--- src/verilog/fgw_defines.svh ---
// constants for the floppy group-code write path
// assumes a 50 MHz CLK and a 20-bit host address bus
// Functional notes
// each 8-bit host byte becomes a 10-bit group code shifted onto the media.
// host writes each byte into the port B output register at E80E0.
// port selected only for the full address pattern with memory cycle.
// host programs port B direction to all outputs before writing data.
// direction low passes host data and bit clock into the encoder path.
// data bits form ROM address 0..8 except bit 4 (sync); bit 9 high.
// direction drives ROM address bit 10; low selects the encode table.
// serializer word is eight ROM outputs plus address bits 2 and 7.
// bit clock comes from a counter stepped every base clock; 1 us period.
// bit clock counter cleared at power-up, then runs continuously.
// shift on inverted bit clock; serial bit NANDed with bit clock.
// each rising pulse edge toggles the write flip-flop, one flux reversal.
// write protect or read direction holds both write phases high.
// low positive phase drives current one way, low negative the other.
// head A0 select goes low when side and drive selects are low.
// host requests sync by raising sync request and setting bits 2 and 6.
// sync code is ten ones through the same write path as data.
// controller puts sync codes before sector headers and data blocks.
// four head selects map A0, A1, B0, B1; low selects the head.
// serializer reloads every ten bit periods; host supplies byte before.
`ifndef FGW_DEFINES_SVH
`define FGW_DEFINES_SVH

`define FGW_CLK_PERIOD_NS 20
`define FGW_BIT_PERIOD_NS 1000
`define FGW_GROUP_BITS 10
`define FGW_DATA_BITS 8
`define FGW_FIFO_DEPTH 4

// address pattern fields of the write port select
`define FGW_ADDR_HI_PATTERN 3'h7
`define FGW_ADDR_MID_PATTERN 3'h7
`define FGW_REG_OUTPUT_IDX 4'h0
`define FGW_REG_DIR_IDX 4'h2
`define FGW_PORT_OUTPUT_ADDR 20'hE80E0
`define FGW_PORT_DIR_ADDR 20'hE80E2

`define FGW_DIR_RESET 8'h00
`define FGW_OUT_RESET 8'h00
`define FGW_ROM_SYNC_CODE 8'hFF
`define FGW_ROM_READ_FILL 8'h00

`endif

--- src/verilog/fgw_pkg.sv ---
// types shared by the floppy write path
// assumes fgw_defines.svh for the numeric constants
package fgw_pkg;
  typedef enum logic [0:0] {
    FGW_SER_IDLE,
    FGW_SER_RUN
  } fgw_ser_e;
  typedef logic [9:0] fgw_code_t;
  typedef logic [8:0] fgw_entry_t;
endpackage

--- src/verilog/fgw_fifo.sv ---
// small byte fifo between the host port and the serializer
// assumes single clock, async active-high reset
`timescale 1ns/1ps
module fgw_fifo #(
  parameter int WIDTH = 9,
  parameter int DEPTH = 4
) (
  input wire logic clk,
  input wire logic reset,
  input wire logic in_valid,
  output logic in_ready,
  input wire logic [WIDTH-1:0] in_data,
  output logic out_valid,
  input wire logic out_ready,
  output logic [WIDTH-1:0] out_data
);
  localparam int AW = (DEPTH > 1) ? $clog2(DEPTH) : 1;

  // pointer wrap relies on a power-of-two depth
  if (DEPTH < 2 || (DEPTH & (DEPTH - 1)) != 0 || WIDTH < 1) begin : g_bad_cfg
    $error("fgw_fifo: depth must be a power of two, at least 2");
  end

  logic [WIDTH-1:0] mem [DEPTH];
  logic [AW-1:0] wr_ptr_q;
  logic [AW-1:0] rd_ptr_q;
  logic [AW:0] count_q;
  logic push;
  logic pop;

  // full and empty both come from the occupancy count
  assign in_ready = (count_q != (AW+1)'(DEPTH));
  assign out_valid = (count_q != '0);
  assign push = in_valid && in_ready;
  assign pop = out_valid && out_ready;
  assign out_data = mem[rd_ptr_q];

  // storage has no reset; only valid entries are ever read
  always_ff @(posedge clk) begin
    if (push) begin
      mem[wr_ptr_q] <= in_data;
    end
  end

  always_ff @(posedge clk or posedge reset) begin
    if (reset) begin
      wr_ptr_q <= '0;
      rd_ptr_q <= '0;
      count_q <= '0;
    end else begin
      if (push) begin
        wr_ptr_q <= wr_ptr_q + AW'(1);
      end
      if (pop) begin
        rd_ptr_q <= rd_ptr_q + AW'(1);
      end
      if (push && !pop) begin
        count_q <= count_q + (AW+1)'(1);
      end else if (pop && !push) begin
        count_q <= count_q - (AW+1)'(1);
      end
    end
  end
endmodule

--- src/verilog/fgw_write_path.sv ---
// floppy write path: host port, group-code translation, serializer,
// write flip-flop and head select decode
// assumes host bus strobes are synchronous to CLK; drive-side levels are not
`timescale 1ns/1ps
`include "fgw_defines.svh"
module fgw_write_path #(
  parameter int FIFO_DEPTH = `FGW_FIFO_DEPTH
) (
  input wire logic CLK,
  input wire logic RESET,
  input wire logic [19:0] BUS_ADDR,
  input wire logic BUS_IO_NOT_MEM,
  input wire logic BUS_WR,
  input wire logic BUS_RD,
  input wire logic [7:0] BUS_WDATA,
  output logic [7:0] BUS_RDATA,
  output logic WRITE_PORT_READY,
  input wire logic SYNC_CODE_REQUEST,
  input wire logic READ_NOT_WRITE_DIR,
  input wire logic WRITE_PROTECT_SENSE,
  input wire logic SIDE_SELECT,
  input wire logic DRIVE_SELECT,
  output logic WRITE_BIT_CLOCK,
  output logic ENCODED_WRITE_PULSES,
  output logic WRITE_PHASE_POS_N,
  output logic WRITE_PHASE_NEG_N,
  output logic HEAD_SELECT_A0_N,
  output logic HEAD_SELECT_A1_N,
  output logic HEAD_SELECT_B0_N,
  output logic HEAD_SELECT_B1_N
);
  localparam int BIT_CYC = `FGW_BIT_PERIOD_NS / `FGW_CLK_PERIOD_NS;
  localparam int HALF_CYC = BIT_CYC / 2;
  localparam int NPIN = 5;

  // the divider is six bits wide, so longer bit periods cannot be served
  if (BIT_CYC < 2 || BIT_CYC > 63 || FIFO_DEPTH < 2) begin : g_bad_cfg
    $error("fgw_write_path: bit period or fifo depth out of range");
  end

  // two-stage synchronisers for the drive-side levels
  logic [NPIN-1:0] pin_raw;
  logic [NPIN-1:0] pin_s1_q;
  logic [NPIN-1:0] pin_s2_q;
  assign pin_raw = {DRIVE_SELECT, SIDE_SELECT, WRITE_PROTECT_SENSE,
                    READ_NOT_WRITE_DIR, SYNC_CODE_REQUEST};
  genvar gi;
  generate
    for (gi = 0; gi < NPIN; gi++) begin : g_sync
      always_ff @(posedge CLK or posedge RESET) begin
        if (RESET) begin
          pin_s1_q[gi] <= 1'b0;
          pin_s2_q[gi] <= 1'b0;
        end else begin
          pin_s1_q[gi] <= pin_raw[gi];
          pin_s2_q[gi] <= pin_s1_q[gi];
        end
      end
    end
  endgenerate

  logic sync_req_s;
  logic rnw_s;
  logic wps_s;
  logic side_s;
  logic drive_s;
  assign sync_req_s = pin_s2_q[0];
  assign rnw_s = pin_s2_q[1];
  assign wps_s = pin_s2_q[2];
  assign side_s = pin_s2_q[3];
  assign drive_s = pin_s2_q[4];

  // write port select decode over the full address pattern
  logic port_sel;
  logic [3:0] reg_idx;
  assign port_sel = (BUS_ADDR[19:17] == `FGW_ADDR_HI_PATTERN) && !BUS_ADDR[16] &&
                    BUS_ADDR[15] && !BUS_ADDR[8] &&
                    (BUS_ADDR[7:5] == `FGW_ADDR_MID_PATTERN) &&
                    !BUS_IO_NOT_MEM;
  assign reg_idx = BUS_ADDR[3:0];

  logic [7:0] out_reg_q;
  logic [7:0] dir_reg_q;
  logic wr_out;
  logic wr_dir;
  always_comb begin
    wr_out = 1'b0;
    wr_dir = 1'b0;
    if (port_sel && BUS_WR && reg_idx == `FGW_REG_OUTPUT_IDX) begin
      wr_out = 1'b1;
    end else if (port_sel && BUS_WR && reg_idx == `FGW_REG_DIR_IDX) begin
      wr_dir = 1'b1;
    end
  end

  // port registers; pins not set as outputs float high at the encoder
  always_ff @(posedge CLK or posedge RESET) begin
    if (RESET) begin
      out_reg_q <= `FGW_OUT_RESET;
      dir_reg_q <= `FGW_DIR_RESET;
    end else begin
      if (wr_out) begin
        out_reg_q <= BUS_WDATA;
      end
      if (wr_dir) begin
        dir_reg_q <= BUS_WDATA;
      end
    end
  end

  // read answer one cycle after the strobe; unmapped reads give zero
  always_ff @(posedge CLK or posedge RESET) begin
    if (RESET) begin
      BUS_RDATA <= 8'h00;
    end else if (port_sel && BUS_RD && reg_idx == `FGW_REG_OUTPUT_IDX) begin
      BUS_RDATA <= out_reg_q;
    end else if (port_sel && BUS_RD && reg_idx == `FGW_REG_DIR_IDX) begin
      BUS_RDATA <= dir_reg_q;
    end else begin
      BUS_RDATA <= 8'h00;
    end
  end

  // each accepted byte is queued with the sync request level beside it
  logic [7:0] pin_byte;
  fgw_pkg::fgw_entry_t fifo_in;
  fgw_pkg::fgw_entry_t fifo_out;
  logic fifo_in_ready;
  logic fifo_out_valid;
  logic fifo_pop;
  assign pin_byte = (BUS_WDATA & dir_reg_q) | ~dir_reg_q;
  assign fifo_in = {sync_req_s, pin_byte};

  fgw_fifo #(
    .WIDTH(9),
    .DEPTH(FIFO_DEPTH)
  ) u_fifo (
    .clk(CLK),
    .reset(RESET),
    .in_valid(wr_out),
    .in_ready(fifo_in_ready),
    .in_data(fifo_in),
    .out_valid(fifo_out_valid),
    .out_ready(fifo_pop),
    .out_data(fifo_out)
  );

  always_ff @(posedge CLK or posedge RESET) begin
    if (RESET) begin
      WRITE_PORT_READY <= 1'b0;
    end else begin
      WRITE_PORT_READY <= fifo_in_ready;
    end
  end

  // free-running bit clock divider, cleared only by reset
  logic [5:0] bit_cnt_q;
  logic [5:0] bit_cnt_d;
  logic bit_fall;
  assign bit_fall = (bit_cnt_q == 6'(BIT_CYC - 1));
  assign bit_cnt_d = bit_fall ? 6'h00 : bit_cnt_q + 6'h01;
  always_ff @(posedge CLK or posedge RESET) begin
    if (RESET) begin
      bit_cnt_q <= 6'h00;
      WRITE_BIT_CLOCK <= 1'b0;
    end else begin
      bit_cnt_q <= bit_cnt_d;
      WRITE_BIT_CLOCK <= (bit_cnt_d >= 6'(HALF_CYC));
    end
  end

  // translation table; lower half encodes, upper half belongs to reading
  function automatic logic [7:0] rom_lookup(input logic [10:0] a);
    logic [7:0] code;
    code = {a[8], a[6], a[5], a[3], ~a[1], a[1], ~a[0], a[0]};
    if (a[10]) begin
      code = `FGW_ROM_READ_FILL;
    end else if (a[9] && a[4] && a[2] && a[7]) begin
      code = `FGW_ROM_SYNC_CODE;
    end
    return code;
  endfunction

  // rom address from queued byte, sync bit and direction
  logic [10:0] rom_address_bus;
  logic [7:0] rom_code_out;
  fgw_pkg::fgw_code_t load_word;
  assign rom_address_bus = {rnw_s, 1'b1, fifo_out[7:4], fifo_out[8],
                            fifo_out[3:0]}; // see R6 //
  assign rom_code_out = rom_lookup(rom_address_bus);
  assign load_word = {rom_code_out, rom_address_bus[7],
                      rom_address_bus[2]};

  // serializer: starts on the first queued byte, then repeats every ten bits
  fgw_pkg::fgw_ser_e ser_state_q;
  fgw_pkg::fgw_code_t shreg_q;
  fgw_pkg::fgw_code_t last_word_q;
  logic [3:0] bit_idx_q;
  logic group_end;
  logic load;
  assign group_end = (ser_state_q == fgw_pkg::FGW_SER_IDLE) ||
                     (bit_idx_q == 4'(`FGW_GROUP_BITS - 1));
  assign load = bit_fall && group_end;
  assign fifo_pop = load && fifo_out_valid && !rnw_s;

  always_ff @(posedge CLK or posedge RESET) begin
    if (RESET) begin
      ser_state_q <= fgw_pkg::FGW_SER_IDLE;
      shreg_q <= '0;
      last_word_q <= '0;
      bit_idx_q <= 4'h0;
    end else begin
      case (ser_state_q)
        fgw_pkg::FGW_SER_IDLE: begin
          if (fifo_pop) begin
            shreg_q <= load_word;
            last_word_q <= load_word;
            bit_idx_q <= 4'h0;
            ser_state_q <= fgw_pkg::FGW_SER_RUN;
          end
        end
        fgw_pkg::FGW_SER_RUN: begin
          if (bit_fall) begin
            if (group_end) begin
              // a late host byte repeats the previous group rather than gap
              shreg_q <= fifo_pop ? load_word : last_word_q;
              if (fifo_pop) begin
                last_word_q <= load_word;
              end
              bit_idx_q <= 4'h0;
            end else begin
              shreg_q <= {shreg_q[8:0], 1'b0};
              bit_idx_q <= bit_idx_q + 4'h1;
            end
          end
        end
        default: begin
          ser_state_q <= fgw_pkg::FGW_SER_IDLE;
        end
      endcase
    end
  end

  // nand of serial bit with bit clock forms the pulse train
  logic serial_bit;
  logic wclk_now;
  assign serial_bit = (ser_state_q == fgw_pkg::FGW_SER_RUN) && shreg_q[9];
  assign wclk_now = (bit_cnt_q >= 6'(HALF_CYC));
  always_ff @(posedge CLK or posedge RESET) begin
    if (RESET) begin
      ENCODED_WRITE_PULSES <= 1'b1;
    end else begin
      ENCODED_WRITE_PULSES <= !(serial_bit && wclk_now);
    end
  end

  // write flip-flop; its rising pulse edge is the bit clock falling edge
  logic write_en;
  logic tog_q;
  logic tog_d;
  logic tog_ev;
  assign write_en = !wps_s && !rnw_s;
  assign tog_ev = write_en && bit_fall && serial_bit;
  always_comb begin
    tog_d = tog_q;
    if (!write_en) begin
      tog_d = 1'b0;
    end else if (tog_ev) begin
      tog_d = !tog_q;
    end
  end

  always_ff @(posedge CLK or posedge RESET) begin
    if (RESET) begin
      tog_q <= 1'b0;
      WRITE_PHASE_POS_N <= 1'b1;
      WRITE_PHASE_NEG_N <= 1'b1;
    end else begin
      tog_q <= tog_d;
      WRITE_PHASE_POS_N <= !write_en || tog_d;
      WRITE_PHASE_NEG_N <= !write_en || !tog_d;
    end
  end

  // head select decode: side picks head, drive picks A or B
  always_ff @(posedge CLK or posedge RESET) begin
    if (RESET) begin
      HEAD_SELECT_A0_N <= 1'b1;
      HEAD_SELECT_A1_N <= 1'b1;
      HEAD_SELECT_B0_N <= 1'b1;
      HEAD_SELECT_B1_N <= 1'b1;
    end else begin
      HEAD_SELECT_A0_N <= !(!drive_s && !side_s);
      HEAD_SELECT_A1_N <= !(!drive_s && side_s);
      HEAD_SELECT_B0_N <= !(drive_s && !side_s);
      HEAD_SELECT_B1_N <= !(drive_s && side_s);
    end
  end
endmodule

--- config.mk ---
export PLATFORM = sky130hd
export DESIGN_NAME = fgw_write_path
export DESIGN_NICKNAME = d
export VERILOG_FILES = /design/src/verilog/fgw_pkg.sv /design/src/verilog/fgw_fifo.sv /design/src/verilog/fgw_write_path.sv
export VERILOG_INCLUDE_DIRS = /design/src /design/src/verilog
export SDC_FILE = /design/constraint.sdc
export NUM_CORES = 1
export LEC_CHECK = 0
export ABC_AREA = 1
export BUFFER_PORTS_ARGS = -buffer_cell sky130_fd_sc_hd__buf_2
export CAP_MARGIN = 15
export CORE_MARGIN = 2
export CORE_UTILIZATION = 42
export CTS_CLUSTER_SIZE = 16
export DETAILED_ROUTE_END_ITERATION = 6
export GPL_TIMING_DRIVEN = 0
export SLEW_MARGIN = 20
export SYNTH_ARGS = -nofsm -noshare
export SYNTH_HDL_FRONTEND = slang
export SYNTH_SLANG_ARGS = --single-unit
--- constraint.sdc ---
create_clock -name CLK -period 2.7 [get_ports CLK]
set_clock_uncertainty 0.1 [all_clocks]
set_input_delay 0.27 -clock CLK [delete_from_list [all_inputs] [get_ports CLK]]
set_output_delay 0.27 -clock CLK [all_outputs]
set_load 0.03 [all_outputs]
# ---- Word-level counts from Yosys, hierarchy flattened
# Memory sizes are Yosys's and may differ from the RTL's.
# Index checks and enable logic that the tools add are counted.
dict set report totals {
  regBits 82
  ram_bits 36
  output_inout_bits 17
  n_memories 1
}
dict set report classes {
  n_addsub 6
  order_cmp 2
  eq_ne 9
  mux 28
  n_bitwise 6
  n_reduce_logical 54
}
# name words width read_ports rd_ports_with_merged_regs wr line_no
set memory_table {}
lappend memory_table {u_fifo.mem 4 9 1 0 1 fgw_fifo.sv:24} ;# logic [WIDTH-1:0] mem [DEPTH];
# cell count
set op_table {}
lappend op_table {{10-bit 2-to-1 mux} 6}
lappend op_table {{10-bit case mux with 2 select lines} 2}
lappend op_table {{8-bit 2-to-1 mux} 4}
lappend op_table {{1-bit logical AND} 29}
lappend op_table {{1-bit logical NOT} 17}
lappend op_table {{6-bit by 5-bit >= comparator with 1-bit output, second input constant} 2}
lappend op_table {{4-bit 2-to-1 mux} 3}
lappend op_table {{1-bit 2-to-1 mux} 9}
lappend op_table {{8-bit AND} 1}
lappend op_table {{8-bit inverter} 1}
lappend op_table {{8-bit OR} 1}
lappend op_table {{4-bit case mux with 2 select lines} 1}
lappend op_table {{6-bit by 1-bit adder with 6-bit output, second input constant} 1}
lappend op_table {{3-bit == test, second input constant} 2}
lappend op_table {{6-bit == test, second input constant} 1}
lappend op_table {{3-bit 2-to-1 mux} 2}
lappend op_table {{6-bit 2-to-1 mux} 1}
lappend op_table {{2-bit by 1-bit adder with 2-bit output, second input constant} 2}
lappend op_table {{4-bit by 1-bit adder with 4-bit output, second input constant} 1}
lappend op_table {{4-bit by 2-bit == test with 1-bit output, second input constant} 1}
lappend op_table {{4-bit == test, second input constant} 1}
lappend op_table {{4-bit logical NOT} 1}
lappend op_table {{2-bit by 1-bit inequality test with 1-bit output, second input constant} 2}
lappend op_table {{2-bit AND reduction} 2}
lappend op_table {{8 further kinds} 12}

# ---- Longest topological paths before layout
dict set report depth {
  word_depth 14
  ltp_mapped 13
}

# ---- Modules after synthesis
# From an unflattened synthesis, not the netlist that was laid out.
dict set report hier_totals {
  cells_unflattened 548
  area_unflattened_um2 5332.6
}
# module n_inst cells_per_inst area_each_um2 seq_area_each_um2
set by_module_without_submodules {}
lappend by_module_without_submodules {fgw_write_path 1 384 3448.3 1885.6}
lappend by_module_without_submodules {fgw_fifo 1 164 1884.3 1256.2}

# ---- Worst setup path after synthesis
# OpenSTA, ideal clock, no wires.
dict set report synth_path {
  path_type {register to register}
  start {reg bit_cnt_q[1]}
  end {reg u_fifo.count_q[1]}
  setup_time_ps 125
  t_arrival_ps 2143
  required_ps 2475
  path_slack_ps 332
  path_stages_with_launch 11
  n_path_buf 1
  period_less_slack_ps 2368
  cell_sequence {dfrtp_1 inv_1 ha_1 nand3_2 nor2_8 nand3_4 buf_6 ha_1 inv_1 fa_1 mux2_2}
}
dict set report synth_between {
  elab_chain_cells 8
}
# element line_no
set synth_rtl {}
lappend synth_rtl {{from (decl)} fgw_write_path.sv:157} ;# logic [5:0] bit_cnt_q;
lappend synth_rtl {{from (signal assigned)} fgw_write_path.sv:167} ;# bit_cnt_q <= bit_cnt_d;
lappend synth_rtl {{6-bit == test *} fgw_write_path.sv:160} ;# assign bit_fall = (bit_cnt_q == 6'(BIT_CYC - 1));
lappend synth_rtl {{1-bit logical AND *} fgw_write_path.sv:203} ;# assign load = bit_fall && group_end;
lappend synth_rtl {{1-bit logical AND * (2 in a row)} fgw_write_path.sv:204} ;# assign fifo_pop = load && fifo_out_valid && !rnw_s;
lappend synth_rtl {{1-bit logical AND *} fgw_fifo.sv:35} ;# assign pop = out_valid && out_ready;
lappend synth_rtl {{1-bit logical NOT} fgw_fifo.sv:57} ;# if (push && !pop) begin
lappend synth_rtl {{1-bit logical AND} fgw_fifo.sv:57}
lappend synth_rtl {{3-bit 2-to-1 mux or 2-bit nonzero test (tied branches)} n/a}
lappend synth_rtl {{to (signal assigned)} fgw_fifo.sv:58} ;# count_q <= count_q + (AW+1)'(1);
lappend synth_rtl {{to (signal assigned)} fgw_fifo.sv:60} ;# count_q <= count_q - (AW+1)'(1);
lappend synth_rtl {{to (decl)} fgw_fifo.sv:27} ;# logic [AW:0] count_q;
# Every way passes the cells marked *; elsewhere a longest branch is shown, timed or not.
# A chain may end at the register's enable or synchronous reset.

# ---- Final worst setup path
dict set report layout_path {
  start {reg bit_idx_q[1]}
  end {reg u_fifo.count_q[1]}
}
dict set report layout_between {
  elab_chain_cells 9
}
# element line_no
set layout_rtl {}
lappend layout_rtl {{from (decl)} fgw_write_path.sv:198} ;# logic [3:0] bit_idx_q;
lappend layout_rtl {{from (signal assigned)} fgw_write_path.sv:233} ;# bit_idx_q <= bit_idx_q + 4'h1;
lappend layout_rtl {{4-bit == test *} fgw_write_path.sv:202} ;# (bit_idx_q == 4'(`FGW_GROUP_BITS - 1));
lappend layout_rtl {{1-bit logical OR *} fgw_write_path.sv:201} ;# assign group_end = (ser_state_q == fgw_pkg::FGW_SER_IDLE) ||
lappend layout_rtl {{1-bit logical AND *} fgw_write_path.sv:203}
lappend layout_rtl {{1-bit logical AND * (2 in a row)} fgw_write_path.sv:204}
lappend layout_rtl {{1-bit logical AND *} fgw_fifo.sv:35}
lappend layout_rtl {{1-bit logical NOT} fgw_fifo.sv:57}
lappend layout_rtl {{1-bit logical AND} fgw_fifo.sv:57}
lappend layout_rtl {{3-bit 2-to-1 mux or 2-bit nonzero test (tied branches)} n/a}
# Marked as above.

==> summary.txt <==
Clock network
  – CTS Buf Count: 17
  – CTS tree: yes
  – Clock Path Buffers: 2
  – CTS root buffer: clkbuf_16
  – H-tree Lvls: 4
  – Sinks on Clock Net: 118
  – Later-pin clock latency in the skew report: approximately 0.41 ns
  – Worst-path clk slew: approximately 0.06 ns

Drt
  – Post-DRT Antenna Nets: 0
  – DR iter-0 viols: around 200
  – DRT Wirelength: approximately 10000 um
  – 1st-pass router iterations: 4
  – Routed via count: between 3000 and 4000
  – WL/cell: 13.21 um
  – DRC Markers: 0
  – DR vias/cell: between 4 and 5

Timing
  – Fin. max-slew vios: 0
  – Max-slew headroom: around two fifths
  – Final min period: between 2 and 3 ns
  – Unrepaired setup endpoints after global routing: no
  – Ratio of final minimum period to clock period: 94.58%
  – Worst slew pin tran: just over 0.9 ns
  – Fin. Hold Viols: 0
  – Final setup viols: 0
  – Max Clock Freq: slightly below 400 MHz
  – Setup ws final: between 0.1 and 0.15 ns
  – Worst hold slack: approximately 0.044 ns

Synthesis
  – Yosys reg bits: around 120
  – Synth Cell Area: roughly 5200 sq um
  – Post-synth top flop: dfrtp_1
  – Ranking of synthesized cells by area: dfrtp_1 36%, edfxtp_1 21%, nand2_1 10%, inv_1 4.2%, nand3_1 3.9%
  – Synth async-reset ratio: 69.49%
  – Synth unique cells: between 40 and 50
  – Synthesized area per cell: 9.959 sq um
  – Cell accounting for the most synthesized area: dfrtp_1
  – Synth top area share: a little over a third
  – EDFF count, synth: 36
  – Synth Instances: between 500 and 600
  – Post-synthesis net count: about 570
  – Sequential area share after synthesis: approximately three fifths
  – Ys Warns: 0

Global route
  – Gr usage total: between 15 and 20%
  – Vias in the first global route: 3629
  – Global-route wire length before repair: ~17000 um
  – Initial antenna violation count: 0
  – Grt total ovfl: 0
  – Largest net degree at the start of global routing: 48

Power and ir drop
  – Worst vdd ir: a little under 0.4 mV
  – Power Density: ~650 nW/um^2
  – Power, Total: ~4.1 mW
  – Pleak: between 2 and 3 nW

Placement
  – Setup WS pre-CTS: 0.07434 ns
  – Port-buffer cells: 47
  – Post-detail-place hpwl: between 6000 and 7000 um
  – RePlAce Congestion: roughly 0.84

Floorplanning
  – I/O pins: 55
  – Initial core utilization: a little over two fifths
  – Core area: approximately 12000 sq um
  – FP Rows: 40
  – Full die area: 13210 sq um
  – Die height: approximately 110 um
  – Die X: roughly 110 um

Setup path
  – CP Class: register to register
  – CP Max Fanout: 10
  – Type of element capturing the critical path: register
  – CP startpoint kind: register
  – R2R Setup Slk: approximately 0.15 ns
  – Worst EP required: 2.90 ns
  – Critical Path AT: 2.75 ns

Layout
  – Storage element area: 3142 sq um
  – Multi-input logic area: ~1700 sq um
  – # fillers: around 1100
  – Area growth from synthesis to layout: 21.01%
  – NumNets Final: 645
  – Ant diodes: 0
  – Layout cells sized above 1: a little over a fifth

Min path
  – Worst Hold Class: input port to register

Status
  – Outcome: completed

Job
  – Max cap viols: 0
-- metrics by stage --
stage / TNS [ns] / util [%] / cell area, sq um / cells
after floorplan: 0 / - / 5169 / 519
after global placement: -61.69 / 46.52 / 5588 / 713
after detailed placement: 0 / 46.71 / 5610 / 714
after CTS: 0 / 51.80 / 6222 / 752
after global routing: 0 / 52.07 / 6255 / 756
final: 0 / 52.07 / 6255 / 756
-- final cells by class --
type	count	area share [%]
sequential	118	50.23
multi-input combinational	327	27.25
clock buffer	20	7.141
timing repair buffer	58	5.521
inverter	63	3.941
tap	147	2.941
clock inverter	12	1.680
buffer	11	1.300
-- timing repair --
| action | 4_1_cts | 5_1_grt |
|---|---|---|
| hold buffers | 6 | 0 |
| setup endpoints to repair | 0 | 2 |
| setup buffers | 0 | 4 |
| hold endpoints to repair | 48 | 0 |
| gates resized for setup | 0 | 1 |
-- routing by layer --
metal | part of all wire [%] | track usage [%] | vias to the layer above
li1 | - | - | 1835
met1 | 46 | 21.31 | 1696
met2 | 50 | 27.22 | 69
met3 | 3.3 | 6.168 | 6
met4 | 0.72 | 7.309 | 0
met5 | 0 | 0 | -
-- logic make-up (layout without fill, tap and decap cells) --
logic type | count (synthesis) | in the layout | share of synthesized area [%]
flops | 118 | 118 | 60.78
mux | 1 | 1 | 0.2178
buf+inv | 74 | 164 | 6.294
xor+xnor | 7 | 7 | 1.186
compound gates | 56 | 56 | 6.222
fa+ha+maj | 11 | 11 | 2.808
simple gates | 252 | 252 | 22.49
-- worst max-delay path, cell delays in order (launching register included) --
cell,delay (ns)
dfrtp_1,0.39
inv_1,0.08
ha_1,0.14
nand3_1,0.16
nand2_2,0.19
nand3_4,0.17
buf_6,0.21
ha_1,0.20
inv_1,0.10
fa_1,0.43
mux2_2,0.27
-- report_power, final --
group          switching [mW]  leakage, nW  internal, mW
Clock                   0.792        0.260          1.28
Sequential            0.00519         1.47          1.85
Combinational          0.0888         1.26        0.0528
Total                   0.886         2.99          3.19
-- registers in the layout (all words and copies together), names as in the netlist, 4 cells and up --
name and flops:
pin_s1_q 5, bit_idx_q 4, out_reg_q 8, BUS_RDATA 8
bit_cnt_q 6, last_word_q 10, shreg_q 10, u_fifo.mem 36
dir_reg_q 8
-- Yosys cell counts (all sizes together), types with 2 or more instances --
cell	count
nand3	47
o21ai	23
nor3	4
nand4	2
inv	62
a21oi	23
xor2	6
nor2	36
o211ai	5
nand2	149
nor3b	3
or2	2
and2	7
dfrtp	75
buf	10
dfstp	7
ha	10
edfxtp	36
-- layout by cell type (no fill, tap or decap), drive strengths merged --
cell	count
nand2	149
dfrtp	75
inv	63
buf	62
nand3	47
edfxtp	36
nor2	36
a21oi	23
o21ai	23
clkbuf	21
ha	10
dfstp	7
and2	7
clkinv	7
xor2	6
dlygate4sd3	6
o211ai	5
clkinvlp	4
nor3	4
nor3b	3
nand4	2
or2	2
o21a	1
nand3b	1
xnor2	1
mux2	1
o31ai	1
a31oi	1
o21bai	1
o22ai	1
and3	1
fa	1
bufinv	1
-- path summary, 6_finish.rpt --
check | from | to | cells after the start
min reg2reg | pin_s1_q[0]$_DFF_PP0_ | sync_req_s$_DFF_PP0_ | 0
min | BUS_WDATA[1] | dir_reg_q[1]$_DFFE_PP0P_ | 3
min in group asynchronous | RESET | u_fifo.wr_ptr_q[0]$_DFFE_PP0P_ | 3
max in group asynchronous | RESET | HEAD_SELECT_A1_N$_DFF_PP1_ | 4
max | bit_idx_q[1]$_DFFE_PP0P_ | u_fifo.count_q[1]$_DFFE_PP0P_ | 10
max reg2reg | bit_idx_q[1]$_DFFE_PP0P_ | u_fifo.count_q[1]$_DFFE_PP0P_ | 10
No activity file was read; power rests on OpenSTA's default activity.
